## config.mk

```make
export PLATFORM = sky130hd
export DESIGN_NAME = spcb_top
export DESIGN_NICKNAME = d
export VERILOG_FILES = /design/src/core/spcb_pkg.sv /design/src/core/spcb_prescaler.sv /design/src/core/spcb_rx_shift.sv /design/src/core/spcb_top.sv
export VERILOG_INCLUDE_DIRS = /design/src /design/src/core
export SDC_FILE = /design/constraint.sdc
export NUM_CORES = 1
export LEC_CHECK = 0
export BUFFER_PORTS_ARGS = -buffer_cell sky130_fd_sc_hd__buf_2
export CORE_MARGIN = 2
export CORE_UTILIZATION = 50
export DETAILED_ROUTE_END_ITERATION = 10
export GPL_TIMING_DRIVEN = 0
export HOLD_SLACK_MARGIN = 0.02
export PLACE_DENSITY = 0.7
export RECOVER_POWER = 100
export SLEW_MARGIN = 20
export SYNTH_ARGS = -nofsm -noshare
export SYNTH_HDL_FRONTEND = slang
export SYNTH_SLANG_ARGS = --single-unit
export TNS_END_PERCENT = 1
```

## constraint.sdc

```tcl
create_clock -name core_clk_i -period 4.2 [get_ports core_clk_i]
set_input_delay 0.84 -clock core_clk_i [delete_from_list [all_inputs] [get_ports core_clk_i]]
set_output_delay 0.84 -clock core_clk_i [all_outputs]
set_load 0.02 [all_outputs]
```

## src/core/spcb_consts.svh

```systemverilog
`ifndef SPCB_CONSTS_SVH
`define SPCB_CONSTS_SVH

// ----------------------------------------------------------------------
// Register offsets on the plain register port
// ----------------------------------------------------------------------
`define SPCB_ADDR_FORMAT  4'h0
`define SPCB_ADDR_CONTROL 4'h1
`define SPCB_ADDR_STATUS  4'h2
`define SPCB_ADDR_TXBUF   4'h3
`define SPCB_ADDR_RXBUF   4'h4
`define SPCB_ADDR_BITRATE 4'h5
`define SPCB_ADDR_CARD    4'h6
`define SPCB_ADDR_IRQST   4'h7
`define SPCB_ADDR_IRQMSK  4'h8

// ----------------------------------------------------------------------
// Field positions
// ----------------------------------------------------------------------
`define SPCB_FMT_SYNC     7
`define SPCB_FMT_PAR_ON   5
`define SPCB_FMT_ODD      4
`define SPCB_FMT_MP       2
`define SPCB_CTL_TIE      7
`define SPCB_CTL_RIE      6
`define SPCB_CTL_TXON     5
`define SPCB_CTL_RXON     4
`define SPCB_CTL_AWF      3
`define SPCB_CTL_MASK     8'hf8
`define SPCB_STS_TX_BUF_EMPTY_FLAG     7
`define SPCB_STS_RX_BUF_FULL_FLAG     6
`define SPCB_STS_OVERRUN_ERR_FLAG     5
`define SPCB_STS_FER      4
`define SPCB_STS_PER      3
`define SPCB_STS_MPB      1
`define SPCB_STS_MPBT     0
`define SPCB_CARD_SEL     0
`define SPCB_IRQ_TX       0
`define SPCB_IRQ_RXF      1
`define SPCB_IRQ_RXE      2

// ----------------------------------------------------------------------
// Reset values and prescaler limits
// ----------------------------------------------------------------------
`define SPCB_RST_REG      8'h00
`define SPCB_DIV1_LIM     6'h00
`define SPCB_DIV4_LIM     6'h03
`define SPCB_DIV16_LIM    6'h0f
`define SPCB_DIV64_LIM    6'h3f

`endif

```

## src/core/spcb_pkg.sv

```systemverilog
package spcb_pkg;

  // One-hot state of the transmit and receive sequencers
  typedef enum logic [1:0] {
    SPCB_IDLE = 2'b01,
    SPCB_BUSY = 2'b10
  } spcb_seq_t;

endpackage

```

## src/core/spcb_prescaler.sv

```systemverilog
`include "spcb_consts.svh"

module spcb_prescaler (
  // Clock and reset
  input  wire logic       core_clk_i,
  input  wire logic       rst_i,
  // Divider select and enable out
  input  wire logic [1:0] sel_i,
  output logic            tick_o
);

  logic [5:0] cnt_ff;
  logic [1:0] sel_q_ff;
  wire  [5:0] lim_w;
  wire        sel_chg_w;

  assign lim_w = (sel_i == 2'b00) ? `SPCB_DIV1_LIM :
                 (sel_i == 2'b01) ? `SPCB_DIV4_LIM :
                 (sel_i == 2'b10) ? `SPCB_DIV16_LIM : `SPCB_DIV64_LIM;
  assign sel_chg_w = sel_i != sel_q_ff;
  assign tick_o    = (cnt_ff == lim_w) && !sel_chg_w;

  // A new select restarts the count so the first period is whole
  always_ff @(posedge core_clk_i or posedge rst_i) begin
    if (rst_i) begin
      cnt_ff   <= 6'h00;
      sel_q_ff <= 2'b00;
    end else begin
      sel_q_ff <= sel_i;
      cnt_ff   <= (tick_o || sel_chg_w) ? 6'h00 : cnt_ff + 6'h01;
    end
  end
endmodule

```

## src/core/spcb_rx_shift.sv

```systemverilog
module spcb_rx_shift #(
  parameter int FRAME_W = 12
) (
  // Clock and reset
  input  wire logic               core_clk_i,
  input  wire logic               rst_i,
  // Sampling control
  input  wire logic               clr_i,
  input  wire logic               sample_i,
  input  wire logic               bit_i,
  input  wire logic [3:0]         len_i,
  // Frame out
  output logic [FRAME_W-1:0]      frame_o,
  output logic                    last_o,
  output logic                    done_o
);

  logic [3:0] cnt_ff;
  wire  [3:0] idx_w;

  assign idx_w  = clr_i ? 4'h0 : cnt_ff;
  assign last_o = sample_i && (idx_w == len_i - 4'h1);

  // Bits are stored by index, so the frame reads LSB first
  always_ff @(posedge core_clk_i or posedge rst_i) begin
    if (rst_i) begin
      cnt_ff  <= 4'h0;
      frame_o <= '0;
      done_o  <= 1'b0;
    end else begin
      done_o <= last_o;
      if (sample_i) begin
        frame_o[idx_w] <= bit_i;
        cnt_ff         <= last_o ? 4'h0 : idx_w + 4'h1;
      end else if (clr_i) begin
        cnt_ff <= 4'h0;
      end
    end
  end

endmodule

```

## src/core/spcb_top.sv

```systemverilog
`include "spcb_consts.svh"

module spcb_top #(
  parameter int FRAME_W = 12
) (
  // Clock and reset
  input  wire logic       core_clk_i,
  input  wire logic       rst_i,
  // Register port
  input  wire logic [3:0] reg_addr_i,
  input  wire logic [7:0] reg_wdata_i,
  input  wire logic       reg_wr_i,
  input  wire logic       reg_rd_i,
  output logic      [7:0] reg_rdata_o,
  // Serial line
  input  wire logic       rxd_i,
  input  wire logic       sclk_i,
  output logic            txd_o,
  // Interrupt requests
  output logic            tx_empty_irq_o,
  output logic            rx_full_irq_o,
  output logic            rx_error_irq_o,
  output logic            irq_o
);

  // --------------------------------------------------------------------
  // Registers
  // --------------------------------------------------------------------
  logic [7:0] serial_format_ff;
  logic [7:0] serial_control_ff;
  logic [7:0] tx_buf_reg_ff;
  logic [7:0] rx_buf_reg_ff;
  logic [7:0] bit_rate_reg_ff;
  logic [7:0] card_mode_reg_ff;
  logic [2:0] irq_stat_ff;
  logic [2:0] irq_mask_ff;
  logic [2:0] req_q_ff;
  logic       tx_buf_empty_flag_ff;
  logic       rx_buf_full_flag_ff;
  logic       overrun_err_flag_ff;
  logic       framing_err_flag_ff;
  logic       parity_err_flag_ff;
  logic       addr_flag_bit_ff;
  logic       tx_addr_bit_ff;
  logic [4:0] armed_ff;
  logic [7:0] brr_cnt_ff;
  logic       sclk_q_ff;
  logic [FRAME_W-1:0] tx_frame_ff;
  logic [3:0] tx_cnt_ff;
  spcb_pkg::spcb_seq_t tx_st_ff;
  spcb_pkg::spcb_seq_t rx_st_ff;

  // --------------------------------------------------------------------
  // Decode
  // --------------------------------------------------------------------
  wire wr_fmt_w = reg_wr_i && (reg_addr_i == `SPCB_ADDR_FORMAT);
  wire wr_ctl_w = reg_wr_i && (reg_addr_i == `SPCB_ADDR_CONTROL);
  wire wr_sts_w = reg_wr_i && (reg_addr_i == `SPCB_ADDR_STATUS);
  wire rd_sts_w = reg_rd_i && (reg_addr_i == `SPCB_ADDR_STATUS);
  wire wr_txb_w = reg_wr_i && (reg_addr_i == `SPCB_ADDR_TXBUF);
  wire wr_brr_w = reg_wr_i && (reg_addr_i == `SPCB_ADDR_BITRATE);
  wire wr_crd_w = reg_wr_i && (reg_addr_i == `SPCB_ADDR_CARD);
  wire wr_ist_w = reg_wr_i && (reg_addr_i == `SPCB_ADDR_IRQST);
  wire wr_msk_w = reg_wr_i && (reg_addr_i == `SPCB_ADDR_IRQMSK);

  wire tx_empty_irq_en_w  = serial_control_ff[`SPCB_CTL_TIE];
  wire rx_irq_en_w        = serial_control_ff[`SPCB_CTL_RIE];
  wire tx_on_w            = serial_control_ff[`SPCB_CTL_TXON];
  wire rx_on_w            = serial_control_ff[`SPCB_CTL_RXON];
  wire addr_wake_filter_w = serial_control_ff[`SPCB_CTL_AWF];
  wire card_mode_sel_w    = card_mode_reg_ff[`SPCB_CARD_SEL];
  wire sync_mode_w        = serial_format_ff[`SPCB_FMT_SYNC];
  wire par_on_w           = serial_format_ff[`SPCB_FMT_PAR_ON] && !sync_mode_w;
  wire odd_w              = serial_format_ff[`SPCB_FMT_ODD];
  // Multiprocessor framing only in normal async operation
  wire multiproc_format_w = serial_format_ff[`SPCB_FMT_MP] && !sync_mode_w
                            && !card_mode_sel_w;
  wire filter_on_w        = addr_wake_filter_w && multiproc_format_w;

  wire [3:0] frame_len_w = sync_mode_w ? 4'h8 :
                           4'h9 + {3'h0, par_on_w} + {3'h0, multiproc_format_w};

  // --------------------------------------------------------------------
  // Bit timing
  // --------------------------------------------------------------------
  wire tick_w;
  wire bit_en_w = tick_w && (brr_cnt_ff == bit_rate_reg_ff);

  spcb_prescaler u_prescaler (
    .core_clk_i (core_clk_i),
    .rst_i      (rst_i),
    .sel_i      (serial_format_ff[1:0]),
    .tick_o     (tick_w)
  );

  // --------------------------------------------------------------------
  // Receive path
  // --------------------------------------------------------------------
  wire               sclk_rise_w = sclk_i && !sclk_q_ff;
  wire               rx_busy_w   = rx_st_ff == spcb_pkg::SPCB_BUSY;
  wire               rx_last_w;
  wire               rx_done_w;
  wire [FRAME_W-1:0] rx_frame_w;
  // Clocked mode has no start bit: the first serial clock edge is data
  wire rx_begin_w  = rx_on_w && !rx_busy_w &&
                     (sync_mode_w ? sclk_rise_w : (bit_en_w && !rxd_i));
  wire rx_sample_w = rx_on_w && (sync_mode_w ? sclk_rise_w : (bit_en_w && rx_busy_w));

  spcb_rx_shift #(.FRAME_W(FRAME_W)) u_rx_shift (
    .core_clk_i (core_clk_i),
    .rst_i      (rst_i),
    .clr_i      (rx_begin_w),
    .sample_i   (rx_sample_w),
    .bit_i      (rxd_i),
    // Async frames store data, parity, address bit and stop; the start is not stored
    .len_i      (sync_mode_w ? 4'h8 : frame_len_w),
    .frame_o    (rx_frame_w),
    .last_o     (rx_last_w),
    .done_o     (rx_done_w)
  );

  wire [7:0] rx_data_w = rx_frame_w[7:0];
  wire       rx_mpb_w  = multiproc_format_w && rx_frame_w[{3'h0, par_on_w} + 4'h8];
  wire       rx_stop_w = rx_frame_w[frame_len_w - 4'h1];
  wire       rx_par_bad_w = par_on_w && ((^rx_data_w) ^ rx_frame_w[8] ^ odd_w);
  // Frames finishing while reception is off are thrown away
  wire       rx_end_w     = rx_done_w && rx_on_w;
  wire       rx_discard_w = rx_end_w && filter_on_w && !rx_mpb_w;
  wire       rx_accept_w  = rx_end_w && !rx_discard_w;
  wire       rx_load_w    = rx_accept_w && !rx_buf_full_flag_ff;
  wire       rx_wake_w    = rx_accept_w && rx_mpb_w;

  // --------------------------------------------------------------------
  // Status flag clearing: a zero write only clears a flag read as one
  // --------------------------------------------------------------------
  wire [4:0] flags_w = {tx_buf_empty_flag_ff, rx_buf_full_flag_ff, overrun_err_flag_ff,
                        framing_err_flag_ff, parity_err_flag_ff};
  wire [4:0] sw_clr_w = {5{wr_sts_w}} & ~reg_wdata_i[7:3] & armed_ff;

  // --------------------------------------------------------------------
  // Transmit path
  // --------------------------------------------------------------------
  wire       tx_idle_w = tx_st_ff == spcb_pkg::SPCB_IDLE;
  wire       tx_load_w = tx_on_w && !tx_buf_empty_flag_ff && tx_idle_w;
  wire       tx_par_w  = (^tx_buf_reg_ff) ^ odd_w;
  wire       tx_mpb_w  = multiproc_format_w ? tx_addr_bit_ff : 1'b1;
  wire [2:0] tx_tail_w = par_on_w ? {1'b1, tx_mpb_w, tx_par_w} : {2'b11, tx_mpb_w};
  wire [FRAME_W-1:0] tx_image_w = sync_mode_w ? {{(FRAME_W-8){1'b1}}, tx_buf_reg_ff} :
                                  {tx_tail_w, tx_buf_reg_ff, 1'b0};

  // --------------------------------------------------------------------
  // Next values of control and flags
  // --------------------------------------------------------------------
  logic [7:0] nxt_serial_control;
  logic       nxt_tx_buf_empty_flag;
  logic       nxt_rx_buf_full_flag;
  logic       nxt_overrun_err_flag;
  logic       nxt_framing_err_flag;
  logic       nxt_parity_err_flag;

  always_comb begin
    nxt_serial_control = wr_ctl_w ? (reg_wdata_i & `SPCB_CTL_MASK) : serial_control_ff;
    if (rx_wake_w) begin
      nxt_serial_control[`SPCB_CTL_AWF] = 1'b0;
    end
    nxt_tx_buf_empty_flag = (tx_buf_empty_flag_ff && !sw_clr_w[4]) || tx_load_w
                            || !tx_on_w;
    // Events win over a clear in the same cycle
    nxt_rx_buf_full_flag = (rx_buf_full_flag_ff && !sw_clr_w[3]) || rx_load_w;
    nxt_overrun_err_flag = (overrun_err_flag_ff && !sw_clr_w[2])
                           || (rx_accept_w && rx_buf_full_flag_ff);
    nxt_framing_err_flag = (framing_err_flag_ff && !sw_clr_w[1])
                           || (rx_accept_w && !sync_mode_w && !rx_stop_w);
    nxt_parity_err_flag  = (parity_err_flag_ff && !sw_clr_w[0])
                           || (rx_accept_w && rx_par_bad_w);
  end

  // --------------------------------------------------------------------
  // Interrupt requests
  // --------------------------------------------------------------------
  assign tx_empty_irq_o = tx_empty_irq_en_w && tx_buf_empty_flag_ff;
  assign rx_full_irq_o  = rx_irq_en_w && rx_buf_full_flag_ff;
  assign rx_error_irq_o = rx_irq_en_w && (overrun_err_flag_ff || framing_err_flag_ff
                                          || parity_err_flag_ff);
  wire [2:0] req_w   = {rx_error_irq_o, rx_full_irq_o, tx_empty_irq_o};
  wire [2:0] irq_ev_w = req_w & ~req_q_ff;
  wire [2:0] ist_clr_w = wr_ist_w ? reg_wdata_i[2:0] : 3'h0;
  assign irq_o = |(irq_stat_ff & irq_mask_ff);

  // --------------------------------------------------------------------
  // Read mux
  // --------------------------------------------------------------------
  wire [7:0] status_w = {flags_w, 1'b0, addr_flag_bit_ff, tx_addr_bit_ff};
  wire [7:0] rd_val_w =
    (reg_addr_i == `SPCB_ADDR_FORMAT)  ? serial_format_ff :
    (reg_addr_i == `SPCB_ADDR_CONTROL) ? serial_control_ff :
    (reg_addr_i == `SPCB_ADDR_STATUS)  ? status_w :
    (reg_addr_i == `SPCB_ADDR_TXBUF)   ? tx_buf_reg_ff :
    (reg_addr_i == `SPCB_ADDR_RXBUF)   ? rx_buf_reg_ff :
    (reg_addr_i == `SPCB_ADDR_BITRATE) ? bit_rate_reg_ff :
    (reg_addr_i == `SPCB_ADDR_CARD)    ? card_mode_reg_ff :
    (reg_addr_i == `SPCB_ADDR_IRQST)   ? {5'h00, irq_stat_ff} :
    (reg_addr_i == `SPCB_ADDR_IRQMSK)  ? {5'h00, irq_mask_ff} : 8'h00;

  // --------------------------------------------------------------------
  // Register and flag storage
  // --------------------------------------------------------------------
  always_ff @(posedge core_clk_i or posedge rst_i) begin
    if (rst_i) begin
      serial_format_ff  <= `SPCB_RST_REG;
      serial_control_ff <= `SPCB_RST_REG;
      tx_buf_reg_ff     <= `SPCB_RST_REG;
      bit_rate_reg_ff   <= `SPCB_RST_REG;
      card_mode_reg_ff  <= `SPCB_RST_REG;
      irq_mask_ff       <= 3'h0;
      reg_rdata_o       <= 8'h00;
    end else begin
      serial_control_ff <= nxt_serial_control;
      reg_rdata_o       <= reg_rd_i ? rd_val_w : 8'h00;
      if (wr_fmt_w) serial_format_ff <= reg_wdata_i;
      if (wr_txb_w) tx_buf_reg_ff <= reg_wdata_i;
      if (wr_brr_w) bit_rate_reg_ff <= reg_wdata_i;
      if (wr_crd_w) card_mode_reg_ff <= reg_wdata_i;
      if (wr_msk_w) irq_mask_ff <= reg_wdata_i[2:0];
    end
  end

  always_ff @(posedge core_clk_i or posedge rst_i) begin
    if (rst_i) begin
      tx_buf_empty_flag_ff <= 1'b1;
      rx_buf_full_flag_ff  <= 1'b0;
      overrun_err_flag_ff  <= 1'b0;
      framing_err_flag_ff  <= 1'b0;
      parity_err_flag_ff   <= 1'b0;
      addr_flag_bit_ff     <= 1'b0;
      tx_addr_bit_ff       <= 1'b0;
      armed_ff             <= 5'h00;
      rx_buf_reg_ff        <= 8'h00;
    end else begin
      tx_buf_empty_flag_ff <= nxt_tx_buf_empty_flag;
      rx_buf_full_flag_ff  <= nxt_rx_buf_full_flag;
      overrun_err_flag_ff  <= nxt_overrun_err_flag;
      framing_err_flag_ff  <= nxt_framing_err_flag;
      parity_err_flag_ff   <= nxt_parity_err_flag;
      armed_ff <= rd_sts_w ? flags_w : (wr_sts_w ? 5'h00 : armed_ff);
      if (wr_sts_w) tx_addr_bit_ff <= reg_wdata_i[`SPCB_STS_MPBT];
      if (rx_accept_w) addr_flag_bit_ff <= rx_mpb_w;
      if (rx_load_w) rx_buf_reg_ff <= rx_data_w;
    end
  end

  // --------------------------------------------------------------------
  // Sequencers and timing
  // --------------------------------------------------------------------
  always_ff @(posedge core_clk_i or posedge rst_i) begin
    if (rst_i) begin
      brr_cnt_ff  <= 8'h00;
      sclk_q_ff   <= 1'b0;
      irq_stat_ff <= 3'h0;
      req_q_ff    <= 3'h0;
      rx_st_ff    <= spcb_pkg::SPCB_IDLE;
    end else begin
      sclk_q_ff   <= sclk_i;
      req_q_ff    <= req_w;
      irq_stat_ff <= (irq_stat_ff & ~ist_clr_w) | irq_ev_w;
      if (tick_w) brr_cnt_ff <= bit_en_w ? 8'h00 : brr_cnt_ff + 8'h01;
      if (!rx_on_w || rx_last_w) begin
        rx_st_ff <= spcb_pkg::SPCB_IDLE;
      end else if (rx_begin_w) begin
        rx_st_ff <= spcb_pkg::SPCB_BUSY;
      end
    end
  end

  // Dropping transmit on aborts a frame and idles the line high
  always_ff @(posedge core_clk_i or posedge rst_i) begin
    if (rst_i) begin
      tx_st_ff    <= spcb_pkg::SPCB_IDLE;
      tx_frame_ff <= '1;
      tx_cnt_ff   <= 4'h0;
      txd_o       <= 1'b1;
    end else if (!tx_on_w) begin
      tx_st_ff <= spcb_pkg::SPCB_IDLE;
      txd_o    <= 1'b1;
    end else if (tx_load_w) begin
      tx_st_ff    <= spcb_pkg::SPCB_BUSY;
      tx_frame_ff <= tx_image_w;
      tx_cnt_ff   <= 4'h0;
    end else if (!tx_idle_w && bit_en_w) begin
      if (tx_cnt_ff == frame_len_w) begin
        tx_st_ff <= spcb_pkg::SPCB_IDLE;
        txd_o    <= 1'b1;
      end else begin
        txd_o       <= tx_frame_ff[0];
        tx_frame_ff <= {1'b1, tx_frame_ff[FRAME_W-1:1]};
        tx_cnt_ff   <= tx_cnt_ff + 4'h1;
      end
    end
  end

  // --------------------------------------------------------------------
  // Checks
  // --------------------------------------------------------------------
  wire [3:0] rx_flags_w = {rx_buf_full_flag_ff, overrun_err_flag_ff,
                           framing_err_flag_ff, parity_err_flag_ff};
endmodule

```

==> impl_metrics.json, run 1 <==
{
  "max_cap_violations": 2,
  "die_y_um": 119,
  "hold_viol": 0,
  "firstDrtPassIters": 6,
  "outcome": "complete, but fails checks",
  "max_stage_delay_ps": 580,
  "drv_slew": 66,
  "io-pin-count": 31,
  "cts-root-buf": "clkbuf_16",
  "cts_tree": "yes",
  "drt_iter0_markers": 412,
  "critPathKind": "flip-flop to flip-flop",
  "ys.flop_type": "dfrtp_1",
  "row_count": 41,
  "syn_area_per_cell_sq_um": 10.7,
  "grt_usage": 0.258,
  "violations": "max-capacitance violations, max-slew violations",
  "nFillCells": 1125,
  "synth_edf_count": 0,
  "detailroute.via_count": 5022,
  "setup_violations": 0,
  "fmax_mhz": 258,
  "syn-num-nets": 639,
  "power_density_nw_per_um2": 535,
  "drtAntennaViolNets": 0,
  "ys_types": 63,
  "antenna_found_initial": 0,
  "n_antenna_cell": 0,
  "cp.arrival_ps": 4190,
  "worstSetupStartpointType": "flip-flop",
  "cts_setup_buffers": 0,
  "r2r_end": "u_rx_shift.cnt_ff[2]$_DFF_PP0_",
  "power_w": 0.00402,
  "synthToLayoutAreaGrowth_pct": 14.6,
  "grt_pass1_wl_um": 28100,
  "whs_path_depth": 0,
  "r2r_start": "serial_format_ff[7]$_DFFE_PP0P_",
  "yosys.area.top_type": "dfrtp_1",
  "start_util": 0.516,
  "postCtsHoldBufs": 0,
  "utilization": 0.591,
  "crit_fanout": 10,
  "finalCritPeriodShare": 0.923,
  "portBuffers": 28,
  "path_cells": "clkbuf_1 > nor2_1 > nand2_1 > ha_1 > nor2_1 > inv_1 > ha_1 > xor2_1 > o221ai_1 > nor4b_1 > a21o_1 > o21ai_0 > a32o_1",
  "slowest_stage": "clkbuf_1",
  "syn_area_sq_um": 6560,
  "hold-worst-slack_ps": 384,
  "worst_pin_slew_ps": 1780,
  "drive_gt1_frac": 0.189,
  "die_x_um": 119,
  "syn_inst": 612,
  "hold_path_class": "flip-flop to flip-flop",
  "core-area_sq_um": 12700,
  "synth_area_leaders": "dfrtp_1, mux2_2, dfstp_2, o21ai_0, nand2_1",
  "yosys.area.top_type_share": 0.431,
  "cts.clk_slew.worst_paths_ps": 60,
  "worstHoldStart": "serial_format_ff[1]$_DFFE_PP0P_",
  "r2r_setup_slack_ps": 320,
  "max-slew-margin-rel": -0.187,
  "cp.buffers_inverters": 2,
  "seq_area_frac_synth": 0.491,
  "cp-end-kind": "flip-flop",
  "finalClockSkew_ps": 5.73,
  "min_delay_worst_endpoint": "u_prescaler.sel_q_ff[1]$_DFF_PP0_",
  "critPathTopFamily": "simple AND/OR/NAND/NOR gates",
  "fin_nets": 690,
  "numCtsBuffers": 17,
  "h-tree-depth": 4,
  "cts_max_path_buffers": 2,
  "grt_pass1_vias": 5230,
  "viasPerCell": 5.92,
  "clock_latency_ps": 430,
  "rsz0062_at_grt": "false",
  "ys_ff_latch": 128,
  "vdd_drop_max_mv": 0.354,
  "cts_sinks": 128,
  "drc": 0,
  "wirelength_um": 17200,
  "synth_warnings": 0,
  "fin_tns_setup_ps": 0,
  "gp_congestion": 0.947,
  "period_minus_slack_ps": 3880,
  "grt_start_max_net_pins": 36,
  "reg2reg_depth": 13,
  "die-area_sq_um": 14100,
  "wire_per_inst_um": 20.3,
  "grt_overflow": 0,
  "ctsResizeCount": 0,
  "worstPathRequired_ps": 4510,
  "p_leak_nw": 3.21,
  "synthArstFlopShare": 1.00,
  "post-dp-hpwl_um": 12300
}
[cells in the final DEF (no fill, tap or decap), types with 12 or more instances in the layout]
cell	n
nand3_1	12
dfstp_2	14
a21oi_1	19
clkbuf_16	17
nor3_1	14
buf_2	12
mux2_2	55
xnor2_1	24
nor2_1	37
mux2i_1	18
inv_1	17
dfrtp_1	113
clkbuf_1	37
o21ai_0	49
nand2_1	62
[per-stage QoR]
stage	instance area [sq um]	cells	setup slack (ps)
after floorplan	6570	612	1120
after global placement	6920	812	445
after detailed placement	7000	816	386
after CTS	7600	848	364
after global routing	7520	848	12.0
final	7520	848	323
[per-layer routing]
layer | up-vias | GRT usage | part of all wire
met2 | 143 | 0.414 | 0.49
met3 | 31 | 0.0574 | 0.052
li1 | 2326 | - | -
met4 | 0 | 0.0915 | 0.019
met5 | - | 0 | 0
met1 | 2522 | 0.345 | 0.44
[worst reg2reg max path, cell delays in order (launching register included)]
cell and delay (ps):
dfrtp_1 380, clkbuf_1 580, nor2_1 150, nand2_1 190, ha_1 310, nor2_1 360, inv_1 120, ha_1 390
xor2_1 190, o221ai_1 160, nor4b_1 260, a21o_1 270, o21ai_0 110, a32o_1 290
[logic make-up (layout without fill, tap and decap cells)]
group                    Yosys count  in the layout  synth area share
multiplexers                      79             79             0.139
XOR/XNOR                          32             32            0.0427
AO/OA/AOI/OAI                    139            139             0.142
flip-flops                       128            128             0.491
buffers and inverters             40            104            0.0265
AND/OR/NAND/NOR                  185            185             0.141
adder cells (fa/ha/maj)            9              9            0.0172
[flip-flops by register name (all words and copies together), names as in the netlist, 2 cells and up]
signal                count
req_q_ff                  3
u_rx_shift.cnt_ff         4
irq_stat_ff               3
tx_buf_reg_ff             8
reg_rdata_o               8
armed_ff                  5
serial_format_ff          8
tx_cnt_ff                 4
irq_mask_ff               3
u_prescaler.cnt_ff        6
rx_st_ff                  2
u_prescaler.sel_q_ff      2
tx_st_ff                  2
serial_control_ff         5
bit_rate_reg_ff           8
rx_buf_reg_ff             8
card_mode_reg_ff          8
tx_frame_ff              11
brr_cnt_ff                8
u_rx_shift.frame_o       12
[worst max path at each step]
| stage | cells after the start | end | startpoint |
|---|---|---|---|
| floorplan | 13 | u_rx_shift.cnt_ff[2]$_DFF_PP0_ | serial_format_ff[7]$_DFFE_PP0P_ |
| global placement | 13 | u_rx_shift.cnt_ff[2]$_DFF_PP0_ | serial_format_ff[7]$_DFFE_PP0P_ |
| detailed placement | 13 | u_rx_shift.cnt_ff[2]$_DFF_PP0_ | serial_format_ff[7]$_DFFE_PP0P_ |
| CTS | 13 | u_rx_shift.cnt_ff[2]$_DFF_PP0_ | serial_format_ff[7]$_DFFE_PP0P_ |
| global route | 13 | u_rx_shift.cnt_ff[2]$_DFF_PP0_ | serial_format_ff[7]$_DFFE_PP0P_ |
| finish | 13 | u_rx_shift.cnt_ff[2]$_DFF_PP0_ | serial_format_ff[7]$_DFFE_PP0P_ |
[cells in the mapped netlist, types with 2 or more instances]
master / n
a21oi_1: 19
buf_6: 3
a31oi_1: 5
dfstp_2: 15
nor2b_1: 9
xnor2_1: 24
a221o_1: 8
a21o_1: 2
o21ai_0: 49
ha_1: 9
nand2_1: 62
nor4b_1: 2
o32ai_1: 2
nor3b_1: 4
nand3b_1: 4
nor3_1: 14
a22o_1: 7
mux4_2: 4
a21boi_0: 5
xor2_1: 8
dfrtp_1: 113
and4b_1: 2
o31ai_1: 6
and3_1: 7
o21a_1: 4
a32oi_1: 3
inv_1: 18
o211ai_1: 4
mux2i_1: 18
a41o_1: 2
nand4_1: 6
mux2_2: 57
or2_2: 3
nand3_1: 12
buf_1: 6
o221ai_1: 3
or3_1: 2
a31o_2: 2
clkbuf_1: 12
o22ai_1: 4
and2_1: 11
nor2_1: 36
nand2b_1: 6
[power breakdown]
part | switching (W) | internal, W | leakage, nW
Clock | 0.000549 | 0.000957 | 0.289
Combinational | 0.000494 | 0.000394 | 1.33
Sequential | 0.000211 | 0.00142 | 1.60
[layout make-up]
type	instances	area, sq um	area share
flip-flops and latches	128	3220	0.428
plain buffers	22	90.1	0.0120
repair buffers	32	176	0.0234
clock inverters	11	138	0.0183
well taps	172	215	0.0286
multi-input cells	444	3150	0.419
clock buffers	21	460	0.0612
inverters	18	71.3	0.00948
No activity file was read; power rests on OpenSTA's default activity.
==> run 2, diff against run 1 <==
==> constraint.sdc (replaced) <==
create_clock -name core_clk_i -period 4.2 [get_ports core_clk_i]
set_input_delay 0.21 -clock core_clk_i [delete_from_list [all_inputs] [get_ports core_clk_i]]
set_output_delay 0.21 -clock core_clk_i [all_outputs]
set_load 0.02 [all_outputs]
==> impl_metrics.json, run 2 (same netlist as run 1, synthesis figures left out) <==
{
  "drc": 0,
  "hold_path_class": "primary input to flip-flop",
  "dpl_cell_area_sq_um": 6950,
  "finalCritPeriodShare": 0.915,
  "worst_pin_slew_ps": 2620,
  "grt_pass1_vias": 5099,
  "violations": "max-capacitance violations, max-slew violations",
  "cts_setup_buffers": 0,
  "ctsResizeCount": 0,
  "cts_sinks": 128,
  "period_minus_slack_ps": 3840,
  "max_stage_delay_ps": 570,
  "power_density_nw_per_um2": 530,
  "drive_gt1_frac": 0.188,
  "drv_slew": 69,
  "largest_reg_flops": 12,
  "fin_area_sq_um": 7500,
  "cp-end-kind": "flip-flop",
  "fin_cells": 847,
  "wirelength_um": 16500,
  "max_cap_violations": 1,
  "grt_overflow": 0,
  "cts_max_path_buffers": 2,
  "clock_latency_ps": 430,
  "crit_fanout": 10,
  "cts-root-buf": "clkbuf_16",
  "h-tree-depth": 4,
  "postCtsHoldBufs": 2,
  "firstDrtPassIters": 6,
  "n_antenna_cell": 0,
  "cp.arrival_ps": 4150,
  "numCtsBuffers": 17,
  "portBuffers": 28,
  "grt_usage": 0.248,
  "gp_congestion": 0.963,
  "final_cell_mix": "dfrtp_1, nand2_1, mux2_2, o21ai_0, nor2_1",
  "p_leak_nw": 3.21,
  "cp.buffers_inverters": 2,
  "antenna_found_initial": 0,
  "post-dp-hpwl_um": 11700,
  "cts_tree": "yes",
  "place_ws_ps": 393,
  "synthToLayoutAreaGrowth_pct": 14.3,
  "critPathTopFamily": "simple AND/OR/NAND/NOR gates",
  "reg_top3": "u_rx_shift.frame_o x12, tx_frame_ff x11",
  "wire_per_inst_um": 19.5,
  "rsz0062_at_grt": "false",
  "io-pin-count": 31,
  "grt_start_max_net_pins": 70,
  "core-area_sq_um": 12700,
  "vdd_drop_max_mv": 0.378,
  "hold_viol": 0,
  "cts.clk_slew.worst_paths_ps": 60,
  "grt_pass1_wl_um": 27100,
  "final_common_cell": "dfrtp_1",
  "row_count": 41,
  "critPathKind": "flip-flop to flip-flop",
  "worstSetupStartpointType": "flip-flop",
  "worst_slack_ps": 357,
  "placedCellCount": 813,
  "slowest_stage": "clkbuf_1",
  "detailroute.via_count": 5112,
  "worstPathRequired_ps": 4510,
  "max-slew-margin-rel": -0.747,
  "fmax_mhz": 260,
  "finalClockSkew_ps": 7.07,
  "die-area_sq_um": 14100,
  "die_y_um": 119,
  "start_util": 0.516,
  "top_register": "u_rx_shift.frame_o",
  "fin_nets": 689,
  "viasPerCell": 6.04,
  "outcome": "complete, but fails checks",
  "die_x_um": 119,
  "drt_iter0_markers": 433,
  "setup_violations": 0,
  "path_cells": "clkbuf_1 > nor2_1 > nand2_1 > ha_1 > nor2_1 > inv_1 > ha_1 > xor2_1 > o221ai_1 > nor4b_1 > a21o_1 > o21ai_0 > a32o_1",
  "drtAntennaViolNets": 0
}
## run 2: worst reg2reg max path, stage by stage, from the launching register on
cell and delay, ps:
dfrtp_1 380, clkbuf_1 570, nor2_1 150, nand2_1 180
ha_1 300, nor2_1 350, inv_1 110, ha_1 380
xor2_1 190, o221ai_1 180, nor4b_1 270, a21o_1 280
o21ai_0 110, a32o_1 280
## run 2: final timing paths
check                                               endpoint  cells past startpoint  slack (ps)                            start
max in group asynchronous           reg_rdata_o[3]$_DFF_PP0_                      3        1450                            rst_i
setup reg to reg              u_rx_shift.cnt_ff[2]$_DFF_PP0_                     13         360  serial_format_ff[7]$_DFFE_PP0P_
setup / recovery              u_rx_shift.cnt_ff[2]$_DFF_PP0_                     13         360  serial_format_ff[7]$_DFFE_PP0P_
hold reg to reg            u_prescaler.sel_q_ff[1]$_DFF_PP0_                      0         400  serial_format_ff[1]$_DFFE_PP0P_
min in group asynchronous           tx_cnt_ff[0]$_DFFE_PP0P_                      3        1270                            rst_i
hold / removal               card_mode_reg_ff[5]$_DFFE_PP0P_                      2         150                   reg_wdata_i[5]
## run 2: power breakdown
| part | switching [W] | leakage [nW] | internal (W) | total [W] |
|---|---|---|---|---|
| Clock | 0.000547 | 0.292 | 0.000931 | 0.00148 |
| Sequential | 0.000211 | 1.60 | 0.00142 | 0.00163 |
| Combinational | 0.000481 | 1.32 | 0.000392 | 0.000873 |
| Total | 0.00124 | 3.21 | 0.00274 | 0.00398 |
## run 2: area by class of cell
cell class | instances | area (sq um)
buffer | 22 | 90.1
clock buffer | 22 | 484
clock inverter | 10 | 109
fill | 1110 | 5220
inverter | 18 | 67.6
multi-input combinational | 444 | 3150
sequential | 128 | 3220
tap | 172 | 215
timing repair buffer | 31 | 169
## run 2: per-stage QoR
step           setup TNS, ps  utilization  hold slack [ps]  total power, W
2_1_floorplan              0            -              241         0.00226
6_report                   0        0.590              147         0.00398
3_3_place_gp          -80330        0.544              336         0.00249
4_1_cts                    0        0.595              129         0.00400
3_5_place_dp               0        0.546              334         0.00252
5_1_grt                    0        0.590              148         0.00416
## run 2: routing by layer
layer  GRT usage  routed length, um  vias to the layer above
li1            -                  -                     2327
met1       0.339               7370                     2569
met2       0.382               7680                      168
met3      0.0541                970                       48
met4       0.101                474                        0
met5           0                  0                        -
